===== config.mk =====
export PLATFORM = sky130hd
export DESIGN_NAME = dio_unit
export DESIGN_NICKNAME = d
export VERILOG_FILES = /design/src/dio_pkg.sv /design/src/dio_unit.sv /design/src/pin_sync.sv
export SDC_FILE = /design/constraint.sdc
export NUM_CORES = 1
export LEC_CHECK = 0
export ABC_AREA = 0
export BUFFER_PORTS_ARGS = -buffer_cell sky130_fd_sc_hd__clkbuf_2
export CAP_MARGIN = 40
export CORE_ASPECT_RATIO = 1.2
export CORE_MARGIN = 1
export CORE_UTILIZATION = 28
export DETAILED_ROUTE_END_ITERATION = 16
export PLACE_DENSITY = 0.39
export SYNTH_ARGS = -nofsm -noshare
export SYNTH_HDL_FRONTEND = slang
export SYNTH_SLANG_ARGS = --single-unit

===== constraint.sdc =====
create_clock -name clk -period 6.4 [get_ports clk]
set_clock_uncertainty 0.05 [all_clocks]
set_input_delay 1.6 -clock clk [delete_from_list [all_inputs] [get_ports clk]]
set_output_delay 1.6 -clock clk [all_outputs]
set_load 0.1 [all_outputs]

===== src/dio_pkg.sv =====
/*
  Shared constants and types for the digital input/output unit:
  register offsets, field positions, reset values, timing counts,
  the register bus request and the unit's state record.
  Assumes one clock at 200 MHz and a synchronous active-low reset.
*/
package dio_pkg;

  // ----------------------------------------------------------------
  // sizes
  // ----------------------------------------------------------------
  localparam int N_IN    = 8;
  localparam int N_OUT   = 4;
  localparam int CNT_W   = 16;
  localparam int ADDR_W  = 4;
  localparam int DATA_W  = 16;
  localparam int IRQ_W   = 12;
  localparam int TIMER_W = 27;

  // ----------------------------------------------------------------
  // register offsets (word index on the plain port)
  // ----------------------------------------------------------------
  localparam logic [ADDR_W-1:0] OFF_INPUT_LEVEL    = 4'h0;
  localparam logic [ADDR_W-1:0] OFF_OUTPUT_COMMAND = 4'h1;
  localparam logic [ADDR_W-1:0] OFF_VOLTAGE_SEEN   = 4'h2;
  localparam logic [ADDR_W-1:0] OFF_FAULT_FLAG     = 4'h3;
  localparam logic [ADDR_W-1:0] OFF_FAULT_ACK      = 4'h4;
  localparam logic [ADDR_W-1:0] OFF_IRQ_STATUS     = 4'h5;
  localparam logic [ADDR_W-1:0] OFF_IRQ_MASK       = 4'h6;
  localparam logic [ADDR_W-1:0] OFF_COUNT_BASE     = 4'h8;

  // ----------------------------------------------------------------
  // field positions in irq status and mask
  // ----------------------------------------------------------------
  localparam int IRQ_FAULT_LSB = 0;
  localparam int IRQ_RISE_LSB  = 4;

  // ----------------------------------------------------------------
  // reset values
  // ----------------------------------------------------------------
  localparam logic [N_OUT-1:0] RST_COMMAND = 4'h0;
  localparam logic [N_OUT-1:0] RST_ACK     = 4'h0;
  localparam logic [IRQ_W-1:0] RST_MASK    = 12'h000;

  // ----------------------------------------------------------------
  // timing
  // ----------------------------------------------------------------
  localparam longint unsigned CLK_FREQ_HZ   = 64'd200_000_000;
  localparam longint unsigned FAULT_TIME_MS = 64'd500;
  // least time, so round up
  localparam int unsigned FAULT_CYCLES_DEF =
    int'((FAULT_TIME_MS * CLK_FREQ_HZ + 64'd999) / 64'd1000);

  // ----------------------------------------------------------------
  // types
  // ----------------------------------------------------------------
  typedef struct packed {
    logic              wr;
    logic              rd;
    logic [ADDR_W-1:0] addr;
    logic [DATA_W-1:0] wdata;
  } bus_req_t;

  typedef struct packed {
    logic [N_IN-1:0]                level;
    logic [N_IN-1:0][CNT_W-1:0]     cnt;
    logic [N_OUT-1:0]               cmd;
    logic [N_OUT-1:0]               out;
    logic [N_OUT-1:0]               seen;
    logic [N_OUT-1:0]               fault;
    logic [N_OUT-1:0]               ack;
    logic [N_OUT-1:0]               ack_prev;
    logic [N_OUT-1:0][TIMER_W-1:0]  timer;
    logic [IRQ_W-1:0]               status;
    logic [IRQ_W-1:0]               mask;
    logic [DATA_W-1:0]              rdata;
  } dio_state_t;

endpackage


===== src/dio_unit.sv =====
/*
  Digital input/output unit: eight sampled inputs with rising-edge
  counters, four switched outputs with voltage read-back, fault latch
  and edge acknowledge, a plain register port and one interrupt.
  Assumes an external comparator gives the read-back pins at half
  the module supply, and a controller that polls the registers.
*/
// Design decisions made here: the placing of the registers and the strobed register port.
`timescale 1ns/10ps

module dio_unit
  import dio_pkg::*;
#(
  parameter int unsigned FAULT_CYCLES = FAULT_CYCLES_DEF
) (
  // clock and reset
  input  wire logic              clk,
  input  wire logic              nrst,
  // register port
  input  wire bus_req_t          req,
  output logic      [DATA_W-1:0] rdata,
  // input pins
  input  wire logic [N_IN-1:0]   in_pins,
  // output pins and read-back comparators
  output logic      [N_OUT-1:0]  out_pins,
  input  wire logic [N_OUT-1:0]  readback_pins,
  // status
  output logic      [N_OUT-1:0]  output_fault_flag,
  output logic                   irq
);

  if (FAULT_CYCLES < 2 || FAULT_CYCLES > (2 ** TIMER_W)) begin : g_bad
    $error("FAULT_CYCLES does not fit the fault timer");
  end

  localparam logic [TIMER_W-1:0] TRIP_AT = TIMER_W'(FAULT_CYCLES - 1);

  dio_state_t       s_reg;
  dio_state_t       s_next;
  logic [N_IN-1:0]  input_level;
  logic [N_OUT-1:0] output_voltage_seen;
  logic [N_IN-1:0]  rise;
  logic [N_OUT-1:0] ack_rise;
  logic [N_OUT-1:0] trip;
  logic             wr_cmd;
  logic             wr_ack;
  logic             wr_stat;
  logic             wr_mask;

  // ----------------------------------------------------------------
  // decode helpers
  // ----------------------------------------------------------------
  function automatic logic hit(input bus_req_t r,
                               input logic [ADDR_W-1:0] off);
    hit = (r.addr == off);
  endfunction

  function automatic logic [DATA_W-1:0] read_word(
      input logic [ADDR_W-1:0] a, input dio_state_t st);
    read_word = '0;
    // counters fill the upper half of the index space
    if ((a & OFF_COUNT_BASE) != '0) begin
      read_word = st.cnt[3'(a - OFF_COUNT_BASE)];
    end else begin
      case (a)
        OFF_INPUT_LEVEL:    read_word = {8'h00, st.level};
        OFF_OUTPUT_COMMAND: read_word = {12'h000, st.cmd};
        OFF_VOLTAGE_SEEN:   read_word = {12'h000, st.seen};
        OFF_FAULT_FLAG:     read_word = {12'h000, st.fault};
        OFF_FAULT_ACK:      read_word = {12'h000, st.ack};
        OFF_IRQ_STATUS:     read_word = {4'h0, st.status};
        OFF_IRQ_MASK:       read_word = {4'h0, st.mask};
        default:            read_word = '0;
      endcase
    end
  endfunction

  // ----------------------------------------------------------------
  // pin synchronisers
  // ----------------------------------------------------------------
  pin_sync #(
    .WIDTH      (N_IN)
  ) u_in_sync (
    .clk        (clk),
    .nrst       (nrst),
    .pins_async (in_pins),
    .level      (input_level)
  );

  // comparator at half supply sits outside; a high pin means voltage
  pin_sync #(
    .WIDTH      (N_OUT)
  ) u_rb_sync (
    .clk        (clk),
    .nrst       (nrst),
    .pins_async (readback_pins),
    .level      (output_voltage_seen)
  );

  // ----------------------------------------------------------------
  // next state
  // ----------------------------------------------------------------
  always_comb begin
    s_next   = s_reg;
    wr_cmd   = req.wr && hit(req, OFF_OUTPUT_COMMAND);
    wr_ack   = req.wr && hit(req, OFF_FAULT_ACK);
    wr_stat  = req.wr && hit(req, OFF_IRQ_STATUS);
    wr_mask  = req.wr && hit(req, OFF_IRQ_MASK);

    s_next.level = input_level;
    rise         = input_level & ~s_reg.level;
    for (int j = 0; j < N_IN; j++) begin
      if (rise[j]) begin
        s_next.cnt[j] = s_reg.cnt[j] + 16'h0001;
      end
    end

    s_next.seen = output_voltage_seen;

    if (wr_cmd) begin
      s_next.cmd = req.wdata[N_OUT-1:0];
    end
    if (wr_ack) begin
      s_next.ack = req.wdata[N_OUT-1:0];
    end
    // edge is taken on the stored value, so a steady level never acks
    s_next.ack_prev = s_reg.ack;
    ack_rise        = s_reg.ack & ~s_reg.ack_prev;

    // timer counts consecutive cycles of a driven pin with no voltage;
    // any voltage restarts it, giving inrush a grace window
    for (int i = 0; i < N_OUT; i++) begin
      trip[i] = 1'b0;
      if (s_reg.out[i] && !s_reg.seen[i]) begin
        if (s_reg.timer[i] == TRIP_AT) begin
          trip[i]           = 1'b1;
          s_next.timer[i]   = '0;
        end else begin
          s_next.timer[i]   = s_reg.timer[i] + 27'h0000001;
        end
      end else begin
        s_next.timer[i] = '0;
      end
    end

    // a trip in the same cycle as an ack edge keeps the fault
    s_next.fault = trip | (s_reg.fault & ~ack_rise);
    // fault masks the command; stored command stays as written
    s_next.out   = s_next.cmd & ~s_next.fault;

    s_next.status = s_reg.status;
    if (wr_stat) begin
      s_next.status = s_reg.status & ~req.wdata[IRQ_W-1:0];
    end
    s_next.status[IRQ_FAULT_LSB +: N_OUT] =
      s_next.status[IRQ_FAULT_LSB +: N_OUT] | trip;
    s_next.status[IRQ_RISE_LSB +: N_IN] =
      s_next.status[IRQ_RISE_LSB +: N_IN] | rise;
    if (wr_mask) begin
      s_next.mask = req.wdata[IRQ_W-1:0];
    end

    s_next.rdata = '0;
    if (req.rd) begin
      s_next.rdata = read_word(req.addr, s_reg);
    end
  end

  // ----------------------------------------------------------------
  // state register
  // ----------------------------------------------------------------
  always_ff @(posedge clk) begin
    if (!nrst) begin
      s_reg          <= '0;
      s_reg.cmd      <= RST_COMMAND;
      s_reg.ack      <= RST_ACK;
      s_reg.ack_prev <= RST_ACK;
      s_reg.mask     <= RST_MASK;
    end else begin
      s_reg <= s_next;
    end
  end

  assign rdata             = s_reg.rdata;
  assign out_pins          = s_reg.out;
  assign output_fault_flag = s_reg.fault;
  assign irq               = |(s_reg.status & s_reg.mask);

  for (genvar j = 0; j < N_IN; j++) begin : g_in_chk

  end

  for (genvar i = 0; i < N_OUT; i++) begin : g_out_chk

  end
endmodule // dio_unit


===== src/pin_sync.sv =====
/*
  Three-stage synchroniser with agreement filter for pin inputs.
  Assumes pins are asynchronous to clk; output level follows a pin
  once the second and third stages agree.
*/
`timescale 1ns/10ps
module pin_sync #(
  parameter int WIDTH = 1
) (
  // clock and reset
  input  wire logic             clk,
  input  wire logic             nrst,
  // pins and filtered level
  input  wire logic [WIDTH-1:0] pins_async,
  output logic      [WIDTH-1:0] level
);

  typedef struct packed {
    logic [WIDTH-1:0] s1;
    logic [WIDTH-1:0] s2;
    logic [WIDTH-1:0] s3;
    logic [WIDTH-1:0] level;
  } sync_state_t;

  sync_state_t s_reg;
  sync_state_t s_next;
  logic [WIDTH-1:0] agree;

  if (WIDTH < 1) begin : g_bad_width
    $error("pin_sync width must be at least one");
  end

  // ----------------------------------------------------------------
  // stages
  // ----------------------------------------------------------------
  always_comb begin
    s_next       = s_reg;
    s_next.s1    = pins_async;
    s_next.s2    = s_reg.s1;
    s_next.s3    = s_reg.s2;
    // s1 is read only by s2; filter looks at s2 and s3
    agree        = ~(s_reg.s2 ^ s_reg.s3);
    s_next.level = (agree & s_reg.s3) | (~agree & s_reg.level);
  end

  always_ff @(posedge clk) begin
    if (!nrst) begin
      s_reg <= '0;
    end else begin
      s_reg <= s_next;
    end
  end

  assign level = s_reg.level;
endmodule // pin_sync


==> impl_metrics.csv, run 1 <==
group,metric,value,unit
timing,fin_crit,3760,ps
global_route,antenna_found_initial,2,
global_route,grt-ovfl-total,0,
min_path,min_path_type,"flip-flop to flip-flop",
floorplan,row_count,96,
global_route,grt_pass1_vias,12600,
setup_path,cp_max_fo,3,
global_route,grtUsageMet3,2.97,%
floorplan,initial_core_util,28.4,%
pwr,max-vdd-ir-drop,0.000155,V
drt,totalWireLength,44.8,mm
yosys,syn-cell-area,16200,µm²
placement,placed_cell_area,17100,µm²
final_layout,layout_commonest_cell,"dfxtp_1",
floorplan,die_area,58900,µm²
yosys,synthArstFlopShare,0,%
yosys,seq_area_frac_synth,43.9,%
drt,antenna_left,0,
yosys,synth_edf_count,0,
final_layout,final_area,18600,µm²
drt,wl_per_cell,17.6,µm
setup_path,crit_arrival,2110,ps
timing,finalHoldViolations,0,
floorplan,pin_count,61,
global_route,grt_pass1_wl,72.2,mm
setup_path,reg2reg_depth,6,
yosys,synthFlopType,"dfxtp_1",
timing,setup_slack,2640,ps
floorplan,die_w,222,µm
flow_run,maxCapViolCount,0,
placement,port_buffers,56,
cts,ctsHoldBuffers,0,
final_layout,area_growth,14.3,%
setup_path,crit_path_end_kind,"primary output",
drt,drt_first_pass_iters,6,
cts,cts_made_buffers,43,
drt,via_per_inst,5.05,
yosys,yosys_warnings,0,
placement,hpwl,31.7,mm
yosys,ys_seq_elements,356,
placement,pre_cts_ws,2260,ps
cts,htree_levels,2,
timing,min_period_over_period,58.8,%
status,status,"finished clean",
cts,clock_latency,570,ps
yosys,synth_top_cell_by_area,"dfxtp_1",
timing,rsz0062_at_grt,"false",
cts,cts_tree,"done",
drt,first_iter_violations,701,
yosys,avgSynthCellArea,9.14,µm²
timing,setup-violations-final,0,
floorplan,core,57200,µm²
placement,place_inst,2474,
final_layout,diodes,0,
global_route,met2_usage,26.2,%
timing,relSlewSlack,40.0,%
setup_path,crit_type,"flip-flop to primary output",
final_layout,fillers,5979,
global_route,grt_start_max_net_pins,64,
yosys,syn_inst,1775,
drt,vias,12900,
yosys,syn_nets,1823,
global_route,globalRouteMet1Util,19.7,%
yosys,ys_top_cells_by_area,"dfxtp_1 (44%), mux4_2 (4.3%), nand2_1 (3.6%)",
pwr,p_per_area,263,nW/µm²
cts,clock_sinks,356,
cts,cts_resized,0,
floorplan,die_h,266,µm
cts,cts_root_buf,"clkbuf_16",
timing,fin_tns_setup,0,ps
global_route,gr-max-usage-layer,"met2",
setup_path,crit_path_start_kind,"flip-flop",
yosys,yosys.cell_types.count,66,
final_layout,nets,1835,
final_layout,fin_cells,2552,
final_layout,layout_common_cells,"dfxtp_1 (356), nand2_1 (157), nor2_1 (131)",
cts,clockBufferDepth,3,
timing,slew_violations,0,
final_layout,largest_register_ff_count,280,
setup_path,critPathRequiredTime,4750,ps
cts,post_cts_buffers,0,
timing,worst_pin_slew,900,ps
pwr,power_leakage,5.96,nW
timing,fmax,266,MHz
yosys,yosysTopAreaCellShare,43.9,%
drt,drc_errors,0,
global_route,grt_use_total,15.4,%
cts,clkTransAtPathRegs,60,ps
final_layout,drive_above_1_share,10.5,%
placement,place_congestion,0.767,
min_path,min_path_cells,1,
-- worst paths after layout --
path	end	start	slack, ps
worst min-delay path	u_in_sync.s_next[13]$_SDFF_PN0_	u_in_sync.s_next[21]$_SDFF_PN0_	380
worst min register to register	u_in_sync.s_next[13]$_SDFF_PN0_	u_in_sync.s_next[21]$_SDFF_PN0_	380
worst max register to register	out_pins[3]$_SDFF_PN0_	s_reg[121]$_SDFF_PP0_	3930
worst max-delay path	irq	s_reg[38]$_SDFF_PN0_	2640
-- stage by stage --
| stage | total power, mW | utilization [%] | hold WS (ps) |
|---|---|---|---|
| finish | 4.88 | 32.4 | 380 |
| global placement | 2.40 | 29.8 | 374 |
| detailed placement | 2.40 | 29.9 | 371 |
| CTS | 4.99 | 32.4 | 384 |
| global route | 5.09 | 32.4 | 405 |
| floorplan | 2.36 | - | 362 |
-- report_power, final --
group	switching, mW	internal (mW)	leakage [nW]	total, mW
registers	0.00719	2.23	2.87	2.24
clock network	0.991	1.54	0.715	2.53
logic	0.0792	0.0354	2.37	0.115
total	1.08	3.81	5.96	4.88
-- synth_stat cells (50+ instances only) --
library cell,count
nand2_1,157
dfxtp_1,356
xnor2_1,57
nand4_1,56
a21oi_1,83
nand3_1,70
nor2_1,131
o21ai_0,65
xor2_1,60
clkbuf_1,66
mux2i_1,50
and2_1,59
or3_1,50
-- critical path, stage by stage, from the launching register on --
cell and delay [ps]:
dfxtp_1 330, a22o_1 230, a221oi_1 280, nand3_1 270
clkbuf_2 440
-- cell type report --
cell class | instances | area [µm²] | share of cell area, %
sequential | 356 | 7130 | 38.4
timing repair buffer | 74 | 439 | 2.37
multi-input combinational | 1275 | 8470 | 45.6
clock buffer | 60 | 1270 | 6.86
clock inverter | 15 | 186 | 1.00
inverter | 37 | 141 | 0.762
tap | 735 | 920 | 4.96
-- cell families (layout without fill, tap and decap cells) --
kind of cell	after synthesis	after routing	synth area share (%)
simple gates	768	768	25.6
flops	356	356	43.9
compound gates	294	294	11.5
buf+inv	144	186	4.07
xor+xnor	117	117	6.31
mux	84	84	7.69
fa+ha+maj	12	12	0.925
-- routing by layer --
layer  up-vias  routed length [µm]  share of wire, %
met1      6175               20700                46
met2       167               21400                48
met3        62                1600               3.6
li1       6475                   -                 -
met4         0                1090               2.4
met5         -                   0                 0
(Power assumes the default switching activity.)
==> run 2: changes to the inputs <==
--- a/config.mk
+++ b/config.mk
@@ -12,7 +12,7 @@
 export CORE_MARGIN = 1
 export CORE_UTILIZATION = 28
 export DETAILED_ROUTE_END_ITERATION = 16
-export PLACE_DENSITY = 0.39
+export PLACE_DENSITY = 0.41
 export SYNTH_ARGS = -nofsm -noshare
 export SYNTH_HDL_FRONTEND = slang
 export SYNTH_SLANG_ARGS = --single-unit
==> constraint.sdc (replaced) <==
create_clock -name clk -period 3.1 [get_ports clk]
set_clock_uncertainty 0.05 [all_clocks]
set_input_delay 0.775 -clock clk [delete_from_list [all_inputs] [get_ports clk]]
set_output_delay 0.775 -clock clk [all_outputs]
set_load 0.1 [all_outputs]
==> run 2 against run 1 <==
  * Combinational power up 120%
  * Count of clock-buffer cells in the layout up 11
  * Global-route usage down 0.43 points
  * Register-to-register slack worse by 3100 ps
  * First-iteration DRC count down 5.6%
  * Worst hold slack worse by 19 ps
  * Critical path type unchanged
  * Critical endpoint unchanged
  * Highest routed layer unchanged
==> impl_metrics.csv, run 2 (same netlist as run 1, synthesis figures left out) <==
group,metric,value,unit
status,status,"finished clean",
setup_path,slowest_stage,"clkbuf_2",
floorplan,die_h,266,µm
setup_path,crit_path_end_kind,"primary output",
timing,fin_tns_setup,0,ps
setup_path,critPathLaunch,"s_reg[38]$_SDFF_PN0_",
cts,post_cts_buffers,0,
cts,clock_latency,570,ps
cts,clockBufferDepth,3,
drt,totalWireLength,44.1,mm
setup_path,path_buf_inv,1,
final_layout,multi_input_area,8470,µm²
setup_path,cp_max_fo,3,
cts,cts_root_buf,"clkbuf_16",
min_path,worstHoldStart,"in_pins[6]",
pwr,max-vdd-ir-drop,0.000325,V
min_path,min_path_type,"primary input to flip-flop",
final_layout,largest_register_ff_count,280,
cts,cts_resized,0,
floorplan,die_area,58900,µm²
setup_path,critPathRequiredTime,2270,ps
timing,relSlewSlack,36.9,%
final_layout,diodes,0,
drt,first_iter_violations,662,
final_layout,nets,1845,
flow_run,maxCapViolCount,0,
placement,place_inst,2487,
setup_path,crit_family,"compound AO/OA/AOI/OAI gates",
setup_path,crit_path_start_kind,"flip-flop",
setup_path,crit_arrival,2190,ps
drt,antenna_left,0,
global_route,grt_pass1_wl,70.4,mm
timing,finalHoldViolations,0,
setup_path,worstReg2RegStart,"s_reg[94]$_SDFF_PP0_",
placement,place_congestion,0.800,
cts,cts_tree,"done",
cts,cts_made_buffers,43,
floorplan,row_count,96,
final_layout,fin_cells,2565,
drt,via_per_inst,5.04,
cts,ctsHoldBuffers,0,
pwr,power_leakage,6.02,nW
final_layout,layout_commonest_cell,"dfxtp_1",
final_layout,layout_common_cells,"dfxtp_1 (356), nand2_1 (157), nor2_1 (131)",
timing,fmax,332,MHz
global_route,grt_start_max_net_pins,42,
global_route,antenna_found_initial,1,
setup_path,path_cells,"a22o_1, a221oi_1, nand3_1, clkbuf_2",
global_route,grt_use_total,15.0,%
timing,min_period_over_period,97.2,%
timing,setup-violations-final,0,
global_route,grt-ovfl-total,0,
drt,drc_errors,0,
floorplan,initial_core_util,28.4,%
final_layout,drive_above_1_share,10.8,%
drt,wl_per_cell,17.2,µm
floorplan,core,57200,µm²
placement,port_buffers,56,
timing,fin_crit,3010,ps
drt,vias,12900,
cts,clock_sinks,356,
timing,rsz0062_at_grt,"false",
floorplan,die_w,222,µm
pwr,p_per_area,537,nW/µm²
final_layout,fillers,6007,
floorplan,pin_count,61,
cts,htree_levels,2,
timing,slew_violations,0,
final_layout,area_growth,15.0,%
drt,drt_first_pass_iters,5,
timing,hold_slack,361,ps
timing,worst_pin_slew,938,ps
global_route,grt_pass1_vias,12400,
setup_path,cp_slowest_stage_delay,460,ps
setup_path,crit_type,"flip-flop to primary output",
placement,hpwl,31.2,mm
cts,clkTransAtPathRegs,60,ps
final_layout,regArea,7130,µm²
## run 2: changes by cell type in the layout (fill, tap and decap cells not counted), sizes merged
cell      before  now
buf           18   30
clkbuf       116  125
clkinv         8    5
clkinvlp       3    0
bufinv         4    2
## run 2: metrics by stage
step	instance area, µm²	power (mW)	setup WS (ps)	utilization, %
after detailed placement	17200	4.97	490	30.1
after global placement	17200	4.97	499	30.1
after global routing	18700	10.4	68.0	32.6
after CTS	18700	10.2	96.1	32.6
after floorplan	16200	4.87	618	-
final	18700	10.0	86.7	32.6
## run 2: worst paths after layout
| check | slack [ps] | end | cells after the start |
|---|---|---|---|
| max | 90 | irq | 4 |
| min | 360 | u_in_sync.s_next[22]$_SDFF_PN0_ | 2 |
| max reg2reg | 850 | s_reg[120]$_SDFF_PP0_ | 5 |
| min reg2reg | 380 | u_rb_sync.s_next[5]$_SDFF_PN0_ | 1 |
## run 2: report_power, final
group	leakage (nW)	switching, mW	total, mW	internal [mW]
logic	2.43	0.163	0.248	0.0849
registers	2.87	0.0154	4.62	4.60
clock network	0.717	2.01	5.16	3.15
total	6.02	2.19	10.0	7.84
## run 2: layout make-up
class | count | area share, %
Sequential cell | 356 | 38.2
Timing Repair Buffer | 84 | 2.98
Multi-Input combinational cell | 1275 | 45.4
Inverter | 37 | 0.758
Clock inverter | 7 | 0.456
Tap cell | 735 | 4.93
Clock buffer | 71 | 7.31
## run 2: layer usage
metal	vias up	wire, µm	global-route usage [%]
met2	153	20600	24.9
met1	6208	21000	19.7
li1	6498	-	-
met4	0	1050	5.22
met5	-	0	0
met3	61	1400	2.25
## run 2: worst reg2reg max path: stages, from the launching register on
cell      delay [ps]
dfxtp_1          400
ha_1             310
nand3_1          220
or2_1            420
or4_1            550
a211oi_1         230
